--- config.mk ---
export PLATFORM = sky130hd
export DESIGN_NAME = olr_regs
export DESIGN_NICKNAME = d
export VERILOG_FILES = /design/src/verilog/olr_pkg.sv /design/src/verilog/olr_cnt_if.sv /design/src/verilog/olr_regs.sv /design/src/verilog/olr_sat_counter.sv
export VERILOG_INCLUDE_DIRS = /design/src /design/src/verilog
export SDC_FILE = /design/constraint.sdc
export NUM_CORES = 1
export LEC_CHECK = 0
export BUFFER_PORTS_ARGS = -buffer_cell sky130_fd_sc_hd__buf_4
export CAP_MARGIN = 10
export CORE_MARGIN = 4
export CORE_UTILIZATION = 30
export DETAILED_ROUTE_END_ITERATION = 12
export PLACE_DENSITY = 0.58
export SYNTH_ARGS = -nofsm -noshare
export SYNTH_HDL_FRONTEND = slang
export SYNTH_HIERARCHICAL = 1
export SYNTH_SLANG_ARGS = --single-unit
--- constraint.sdc ---
create_clock -name i_clk -period 1.89 [get_ports i_clk]
set_clock_uncertainty 0.2 [all_clocks]
set_input_delay 0.378 -clock i_clk [delete_from_list [all_inputs] [get_ports i_clk]]
set_output_delay 0.378 -clock i_clk [all_outputs]
set_load 0.02 [all_outputs]
--- src/verilog/olr_map.svh ---
// Register offsets, field positions and reset values of the loop-back result and status bank.
// Included by the design modules; definitions only.
`ifndef OLR_MAP_SVH
`define OLR_MAP_SVH

// ----------------------------------------------------------------
// Register offsets on the management port
// ----------------------------------------------------------------
`define OLR_OFF_LB_SETUP 8'h44
`define OLR_OFF_TIMEOUT_CNT 8'h47
`define OLR_OFF_GOOD_CNT 8'h48
`define OLR_OFF_ADD_STATUS 8'h49
`define OLR_OFF_REMOTE_CMD1 8'h4A

// ----------------------------------------------------------------
// Values and reset states
// ----------------------------------------------------------------
`define OLR_LB_CLEAR_VAL 8'h00
`define OLR_CNT_ZERO 8'h00
`define OLR_CNT_ONE 8'h01
`define OLR_CNT_MAX 8'hFF
`define OLR_RST_MODEL 2'h0
`define OLR_RST_OPCODE 2'h0
`define OLR_RST_OPMODE 2'h2
`define OLR_RST_RSV_HI 2'h0
`define OLR_CAP_EXTENDED 2'h2

// ----------------------------------------------------------------
// Field positions
// ----------------------------------------------------------------
`define OLR_STS_LINK_BIT 0
`define OLR_STS_REPLY_BIT 1
`define OLR_STS_DUR_BIT 2
`define OLR_STS_STOP_BIT 3
`define OLR_STS_MODEL_LSB 4
`define OLR_STS_HWVER_LSB 6
`define OLR_RC_OPMODE_LSB 0
`define OLR_RC_OPCODE_LSB 2
`define OLR_RC_CAP_LSB 4
`define OLR_RC_RSV_LSB 6

`endif

--- src/verilog/olr_pkg.sv ---
// Types shared by the loop-back result and status bank.
// Assumes olr_map.svh is on the include path.
package olr_pkg;

    typedef enum logic [1:0] {
        olr_mode_normal = 2'b00,
        olr_mode_rsv_a = 2'b01,
        olr_mode_extended = 2'b10,
        olr_mode_rsv_b = 2'b11
    } olr_opmode_t;

    typedef enum logic [1:0] {
        olr_op_read_reply = 2'b00,
        olr_op_read_req = 2'b01,
        olr_op_write_reply = 2'b10,
        olr_op_write_req = 2'b11
    } olr_opcode_t;

endpackage

--- src/verilog/olr_cnt_if.sv ---
// Control and value lines between the register bank and one result counter.
// Assumes both ends run on the same clock.
`timescale 1ns/1ps

interface olr_cnt_if;
    logic clr;
    logic inc;
    logic [7:0] count;

    modport ctl (output clr, output inc, input count);
    modport cnt (input clr, input inc, output count);
endinterface

--- src/verilog/olr_regs.sv ---
// Loop-back result counters, additional status and first remote-command register.
// Assumes the management port strobes are one-cycle pulses on i_clk and that the
// event inputs come from maintenance logic on the same clock; the fibre link
// state arrives from another domain and is synchronised here.
`timescale 1ns/1ps
`include "olr_map.svh"

module olr_regs
    import olr_pkg::*;
#(
    parameter logic [1:0] HW_VERSION = 2'h2 // Arbitrary value.
) (
    input wire logic i_clk,
    input wire logic i_rst,
    input wire logic i_reg_wr,
    input wire logic i_reg_rd,
    input wire logic [7:0] i_reg_addr,
    input wire logic [7:0] i_reg_wdata,
    output logic [7:0] o_reg_rdata,
    input wire logic i_center_side,
    input wire logic i_lb_timeout_evt,
    input wire logic i_lb_good_evt,
    input wire logic i_stop_ind_evt,
    input wire logic i_loop_dur_expired_evt,
    input wire logic i_reply_wait_expired_evt,
    input wire logic i_fibre_link_down,
    output logic [1:0] o_model_sel,
    output olr_opcode_t o_remote_cmd_opcode,
    output olr_opmode_t o_remote_cmd_opmode,
    output logic o_use_remote_cmd,
    output logic [1:0] o_remote_cmd_reserved_hi
);

    // ----------------------------------------------------------------
    // Address decode
    // ----------------------------------------------------------------
    function automatic logic hit(input logic [7:0] addr, input logic [7:0] off);
        hit = (addr == off);
    endfunction

    logic wr_setup_zero;
    logic wr_status;
    logic wr_remote;
    logic rd_status;

    assign wr_setup_zero = i_reg_wr && hit(i_reg_addr, `OLR_OFF_LB_SETUP) && (i_reg_wdata == `OLR_LB_CLEAR_VAL);
    assign wr_status = i_reg_wr && hit(i_reg_addr, `OLR_OFF_ADD_STATUS);
    assign wr_remote = i_reg_wr && hit(i_reg_addr, `OLR_OFF_REMOTE_CMD1);
    assign rd_status = i_reg_rd && hit(i_reg_addr, `OLR_OFF_ADD_STATUS);

    // ----------------------------------------------------------------
    // Result counters
    // ----------------------------------------------------------------
    olr_cnt_if cnt_if[2] ();
    logic [1:0] cnt_evt;

    assign cnt_evt[0] = i_center_side && i_lb_timeout_evt;
    assign cnt_evt[1] = i_center_side && i_lb_good_evt;

    generate
        for (genvar g = 0; g < 2; g++) begin : g_cnt
            assign cnt_if[g].clr = wr_setup_zero;
            assign cnt_if[g].inc = cnt_evt[g];
            olr_sat_counter u_cnt (
                .i_clk(i_clk),
                .i_rst(i_rst),
                .bus(cnt_if[g])
            );
        end
    endgenerate

    logic [7:0] timeout_cnt;
    logic [7:0] good_cnt;

    assign timeout_cnt = cnt_if[0].count;
    assign good_cnt = cnt_if[1].count;

    // ----------------------------------------------------------------
    // Link state synchroniser
    // ----------------------------------------------------------------
    logic link_s1_r;
    logic link_s2_r;

    always_ff @(posedge i_clk or posedge i_rst) begin
        if (i_rst) begin
            link_s1_r <= 1'b0;
            link_s2_r <= 1'b0;
        end else begin
            link_s1_r <= i_fibre_link_down;
            link_s2_r <= link_s1_r;
        end
    end

    // ----------------------------------------------------------------
    // Status flags and control fields
    // ----------------------------------------------------------------
    logic stop_flag_r;
    logic stop_flag_nxt;
    logic dur_flag_r;
    logic dur_flag_nxt;
    logic reply_flag_r;
    logic reply_flag_nxt;
    logic [1:0] model_r;
    logic [1:0] model_nxt;
    logic [1:0] rsv_hi_r;
    logic [1:0] rsv_hi_nxt;
    olr_opcode_t opcode_r;
    olr_opcode_t opcode_nxt;
    olr_opmode_t opmode_r;
    olr_opmode_t opmode_nxt;
    logic [7:0] rdata_r;
    logic [7:0] rdata_nxt;
    logic [7:0] status_val;
    logic [7:0] remote_val;

    assign status_val = {HW_VERSION, model_r, stop_flag_r, dur_flag_r, reply_flag_r, link_s2_r};
    assign remote_val = {rsv_hi_r, `OLR_CAP_EXTENDED, opcode_r, opmode_r};

    // A flag event in the reading cycle wins over the clear, so it is seen next read.
    always_comb begin
        stop_flag_nxt = (i_center_side && i_stop_ind_evt) || (stop_flag_r && !rd_status);
        dur_flag_nxt = (i_center_side && i_loop_dur_expired_evt) || (dur_flag_r && !rd_status);
        reply_flag_nxt = (i_center_side && i_reply_wait_expired_evt) || (reply_flag_r && !rd_status);
        model_nxt = model_r;
        rsv_hi_nxt = rsv_hi_r;
        opcode_nxt = opcode_r;
        opmode_nxt = opmode_r;
        if (wr_status) begin
            model_nxt = i_reg_wdata[`OLR_STS_MODEL_LSB +: 2];
        end
        if (wr_remote) begin
            rsv_hi_nxt = i_reg_wdata[`OLR_RC_RSV_LSB +: 2];
            opcode_nxt = olr_opcode_t'(i_reg_wdata[`OLR_RC_OPCODE_LSB +: 2]);
            opmode_nxt = olr_opmode_t'(i_reg_wdata[`OLR_RC_OPMODE_LSB +: 2]);
        end
        rdata_nxt = rdata_r;
        if (i_reg_rd) begin
            unique case (i_reg_addr)
                `OLR_OFF_TIMEOUT_CNT: begin
                    rdata_nxt = timeout_cnt;
                end
                `OLR_OFF_GOOD_CNT: begin
                    rdata_nxt = good_cnt;
                end
                `OLR_OFF_ADD_STATUS: begin
                    rdata_nxt = status_val;
                end
                `OLR_OFF_REMOTE_CMD1: begin
                    rdata_nxt = remote_val;
                end
                default: begin
                    rdata_nxt = 8'h00;
                end
            endcase
        end
    end

    always_ff @(posedge i_clk or posedge i_rst) begin
        if (i_rst) begin
            stop_flag_r <= 1'b0;
            dur_flag_r <= 1'b0;
            reply_flag_r <= 1'b0;
            model_r <= `OLR_RST_MODEL;
            rsv_hi_r <= `OLR_RST_RSV_HI;
            opcode_r <= olr_opcode_t'(`OLR_RST_OPCODE);
            opmode_r <= olr_opmode_t'(`OLR_RST_OPMODE);
            rdata_r <= 8'h00;
        end else begin
            stop_flag_r <= stop_flag_nxt;
            dur_flag_r <= dur_flag_nxt;
            reply_flag_r <= reply_flag_nxt;
            model_r <= model_nxt;
            rsv_hi_r <= rsv_hi_nxt;
            opcode_r <= opcode_nxt;
            opmode_r <= opmode_nxt;
            rdata_r <= rdata_nxt;
        end
    end

    // ----------------------------------------------------------------
    // Outputs
    // ----------------------------------------------------------------
    // Reserved bits are passed out as written; the frame logic is expected to ignore them.
    assign o_reg_rdata = rdata_r;
    assign o_model_sel = model_r;
    assign o_remote_cmd_opcode = opcode_r;
    assign o_remote_cmd_opmode = opmode_r;
    assign o_use_remote_cmd = (opmode_r == olr_mode_extended);
    assign o_remote_cmd_reserved_hi = rsv_hi_r;
endmodule

--- src/verilog/olr_sat_counter.sv ---
// Eight-bit saturating result counter with synchronous clear.
// Assumes clear and count requests come from logic on i_clk.
`timescale 1ns/1ps
`include "olr_map.svh"

module olr_sat_counter
    import olr_pkg::*;
(
    input wire logic i_clk,
    input wire logic i_rst,
    olr_cnt_if.cnt bus
);

    logic [7:0] cnt_r;
    logic [7:0] cnt_nxt;

    // A count that lands in the clearing cycle is kept, so no event is lost.
    always_comb begin
        cnt_nxt = cnt_r;
        if (bus.clr) begin
            cnt_nxt = bus.inc ? `OLR_CNT_ONE : `OLR_CNT_ZERO;
        end else if (bus.inc && cnt_r != `OLR_CNT_MAX) begin
            cnt_nxt = 8'(cnt_r + 8'h01);
        end
    end

    always_ff @(posedge i_clk or posedge i_rst) begin
        if (i_rst) begin
            cnt_r <= `OLR_CNT_ZERO;
        end else begin
            cnt_r <= cnt_nxt;
        end
    end

    assign bus.count = cnt_r;
endmodule
==> impl_metrics.toml <==
[run_status]
status = "finished, violations left"
violations = "setup timing"

[power]
power_density_mw_per_mm2 = 742
swShare_pct = 33.8
ir_worst_vdd_uv = 387
p_comb_share_pct = 23.2
p_seq_share_pct = 52.1
p_leak_nw = 1.25
p_sw_w = 0.000727
clockPowerShare_pct = 24.8
p_int_w = 0.00142

[global_route]
grt_pass1_vias = 1839
grt_max_degree = 22
antenna_found_initial = 0
track_usage_pct = 14.1
grt_pass1_wl_um = 9480
overflow = 0

[sta]
min_period_over_period_pct = 111
rsz0062_at_grt = "true"
fin_crit_ns = 2.09
fmax_ghz = 0.479
maxSlewViolCount = 0
finalWorstSetupSlack_ns = -0.199
slew_headroom_pct = 75.8
timing.setup.tns_ns = -2.42
hold_viol_final = 0
hold_ws_ns = 0.125
setup_violations = 25
tightest_slew_ns = 0.358

[critical_path]
worst-path-max-fanout = 6
r2r_cells = 4
timing.rr.start = "g_cnt[0].u_cnt/bus.count[0]"
reg2reg_to = "g_cnt[0].u_cnt/bus.count[7]"
startpoint_type = "input pin"
r2r_slack_ns = 0.14
cp_data_required_time_ns = 1.85
crit_type = "input pin to flop"
cp-end-kind = "flop"
cp_data_arrival_time_ns = 2.04

[synth]
syn_nets = 226
syn-instance-count = 197
ys_warn_count = 6
ys_ff_latch = 37
synth-seq-area-share_pct = 44.4
yosys.area_share.xor_xnor_pct = 0
synth_edf_count = 0
syn_area_per_cell_sq_um = 10.6
synthAdderAreaFrac_pct = 1.20
synth_area_sq_mm = 0.00209
synth_compound_area_share_pct = 20.7
ys_dominant_reg_cell = "dfrtp_1"
synthMuxAreaShare_pct = 9.23
synth_top_family_by_area = "compound AO/OA/AOI/OAI gates"
synthSimpleGateAreaFrac_pct = 18.6
synth.distinct_cells = 48
synthArstFlopShare_pct = 100

[die]
initial_core_util_pct = 30.7
boundaryPins = 44
num_rows = 30
core_area_sq_mm = 0.00679
chipHeight_um = 91.4
die_w_um = 91.4
die_area_sq_mm = 0.00836

[routing]
drtIter0Drc = 51
routedWlPerCell_um = 15.8
avgViaCountPerCell = 5.15
drt-pass1-iter-count = 4
post-route-drc-count = 0
vias = 1854
routed_wl_um = 5700
postRouteAntennaNets = 0

[cts]
clock_sinks = 37
insertion_delay_ns = 0.28
cts.root.buffer_cell = "clkbuf_8"
path_clk_slew_ns = 0.07
h-tree-depth = 2
cts_buffers = 5
cts_tree = "done"
clk_path_buf_depth = 2

[run]
cap_violations = 0

[finish]
nets = 292
antenna_cells = 0
final_cells = 360
area_growth_pct = 38.8
drive_gt1_share_pct = 41.7

[placed_design]
portBuffers = 43
place_inst = 347
gp_congestion = 0.797
place_ws_ns = -0.639
hpwlAfterDp_um = 4230

[min_path]
min_path_cells = 2
hold_path_class = "input pin to flop"
hold_start = "i_stop_ind_evt"
holdPathEnd = "stop_flag_r"
-- state kept, by name, indices dropped and copies added, names as in the netlist --
register                  flops
g_cnt.u_cnt/bus.count        16
reply_flag_r                  1
o_reg_rdata                   8
o_remote_cmd_opcode           2
o_remote_cmd_opmode           2
link_s2_r                     1
link_s1_r                     1
stop_flag_r                   1
dur_flag_r                    1
o_model_sel                   2
o_remote_cmd_reserved_hi      2
-- critical path: stages --
cell	delay, ns
buf_6	0.09
or4b_4	0.55
nor3b_4	0.24
nand3_2	0.13
nor4_4	0.19
buf_6	0.20
inv_6	0.05
o311ai_2	0.06
o41ai_1	0.14
-- logic make-up (layout without fill, tap and decap cells) --
group,count (synthesis),after routing
compound gates,56,56
simple gates,62,62
buf+inv,24,91
mux,16,16
flops,37,37
fa+ha+maj,2,2
-- layer usage --
layer	share of wire [%]	wire length, um	vias to the layer above	GRT usage (%)
met1	47	2670	912	19.4
li1	-	-	890	-
met5	0	0	-	0
met3	3.8	214	2	2.65
met2	49	2820	50	22.9
met4	0.11	6	0	2.89
-- synthesized netlist by cell type, types with 2 or more instances --
library cell	number	share of area (%)
dfrtp_1	36	43
inv_1	17	3.1
nand2_1	12	2.2
mux2i_1	8	3.8
a21oi_1	7	1.7
nand3_1	7	1.7
o22ai_1	7	2.1
a211oi_1	6	2.2
mux2_4	6	4.3
a22oi_1	5	1.8
o2bb2ai_1	5	2.1
buf_6	4	2.2
nand2b_1	4	1.2
nand4_1	4	1.2
nand4b_1	4	1.7
nor2_1	4	0.72
nor4_1	4	1.2
o21ai_0	4	0.96
a22o_1	3	1.3
and3_1	3	0.90
o311a_1	3	1.4
a21boi_2	2	1.1
and2_1	2	0.60
and4_1	2	0.84
clkbuf_1	2	0.36
ha_1	2	1.2
mux2_2	2	1.1
nand4_2	2	1.2
nor2_4	2	1.1
nor2b_1	2	0.60
nor3_1	2	0.48
o211ai_1	2	0.72
o21bai_1	2	0.72
o311ai_0	2	0.84
o311ai_1	2	0.84
o41ai_1	2	0.84
or3_1	2	0.60
or4_1	2	0.72
-- cell type report --
cell class	instances	area, sq um
inverter	17	73.8
sequential	37	927
multi-input combinational	136	1160
tap	96	120
fill	669	3890
clock buffer	8	80.1
timing repair buffer	66	536
-- power groups by stage --
stage,registers [W],clock network [W],logic (W)
2_1_floorplan,0.00107,0,0.000292
3_3_place_gp,0.00112,0,0.000434
3_5_place_dp,0.00113,0,0.000437
4_1_cts,0.00112,0.000551,0.000460
5_1_grt,0.00115,0.000588,0.000559
6_report,0.00112,0.000533,0.000498
-- cells in the final DEF (no fill, tap or decap), types with 5 or more instances in the layout --
cell type,n
nand2_1,6
buf_4,57
dfrtp_1,36
o2bb2ai_1,5
nand2_2,6
a22oi_1,5
mux2i_1,8
a21oi_1,7
mux2_4,6
o22ai_1,7
nand3_1,6
buf_6,6
clkbuf_8,5
inv_1,15
-- worst max-delay path by stage --
stage | from | endpoint | slack (ns) | cells past startpoint
after global routing | i_reg_addr[7] | g_cnt[0].u_cnt/bus.count[7] | -0.24 | 9
after floorplan | i_reg_addr[5] | g_cnt[0].u_cnt/bus.count[7] | -0.73 | 8
after CTS | i_reg_addr[7] | g_cnt[1].u_cnt/bus.count[0] | -0.18 | 9
after detailed placement | i_reg_addr[5] | g_cnt[1].u_cnt/bus.count[7] | -0.64 | 9
final | i_reg_addr[7] | g_cnt[0].u_cnt/bus.count[7] | -0.20 | 9
after global placement | i_reg_addr[5] | g_cnt[0].u_cnt/bus.count[7] | -0.54 | 9
-- stage by stage --
step                      area [sq um]  utilization [%]  power (W)
after floorplan                   2110                -    0.00136
after global placement            2640             38.9    0.00156
after detailed placement          2640             38.9    0.00157
after CTS                         2800             41.2    0.00213
after global routing              2900             42.7    0.00230
final                             2900             42.7    0.00215
-- repair_timing --
| item | 4_1_cts | 5_1_grt |
|---|---|---|
| endpoints found under the hold margin | 37 | 0 |
| hold buffers | 2 | 0 |
| gates resized for setup | 15 | 20 |
| setup endpoints to repair | 25 | 25 |
| setup buffers | 0 | 2 |
| pin swaps | 6 | 2 |
| gates cloned | 1 | 0 |
Power figures use the tool's default switching activity.
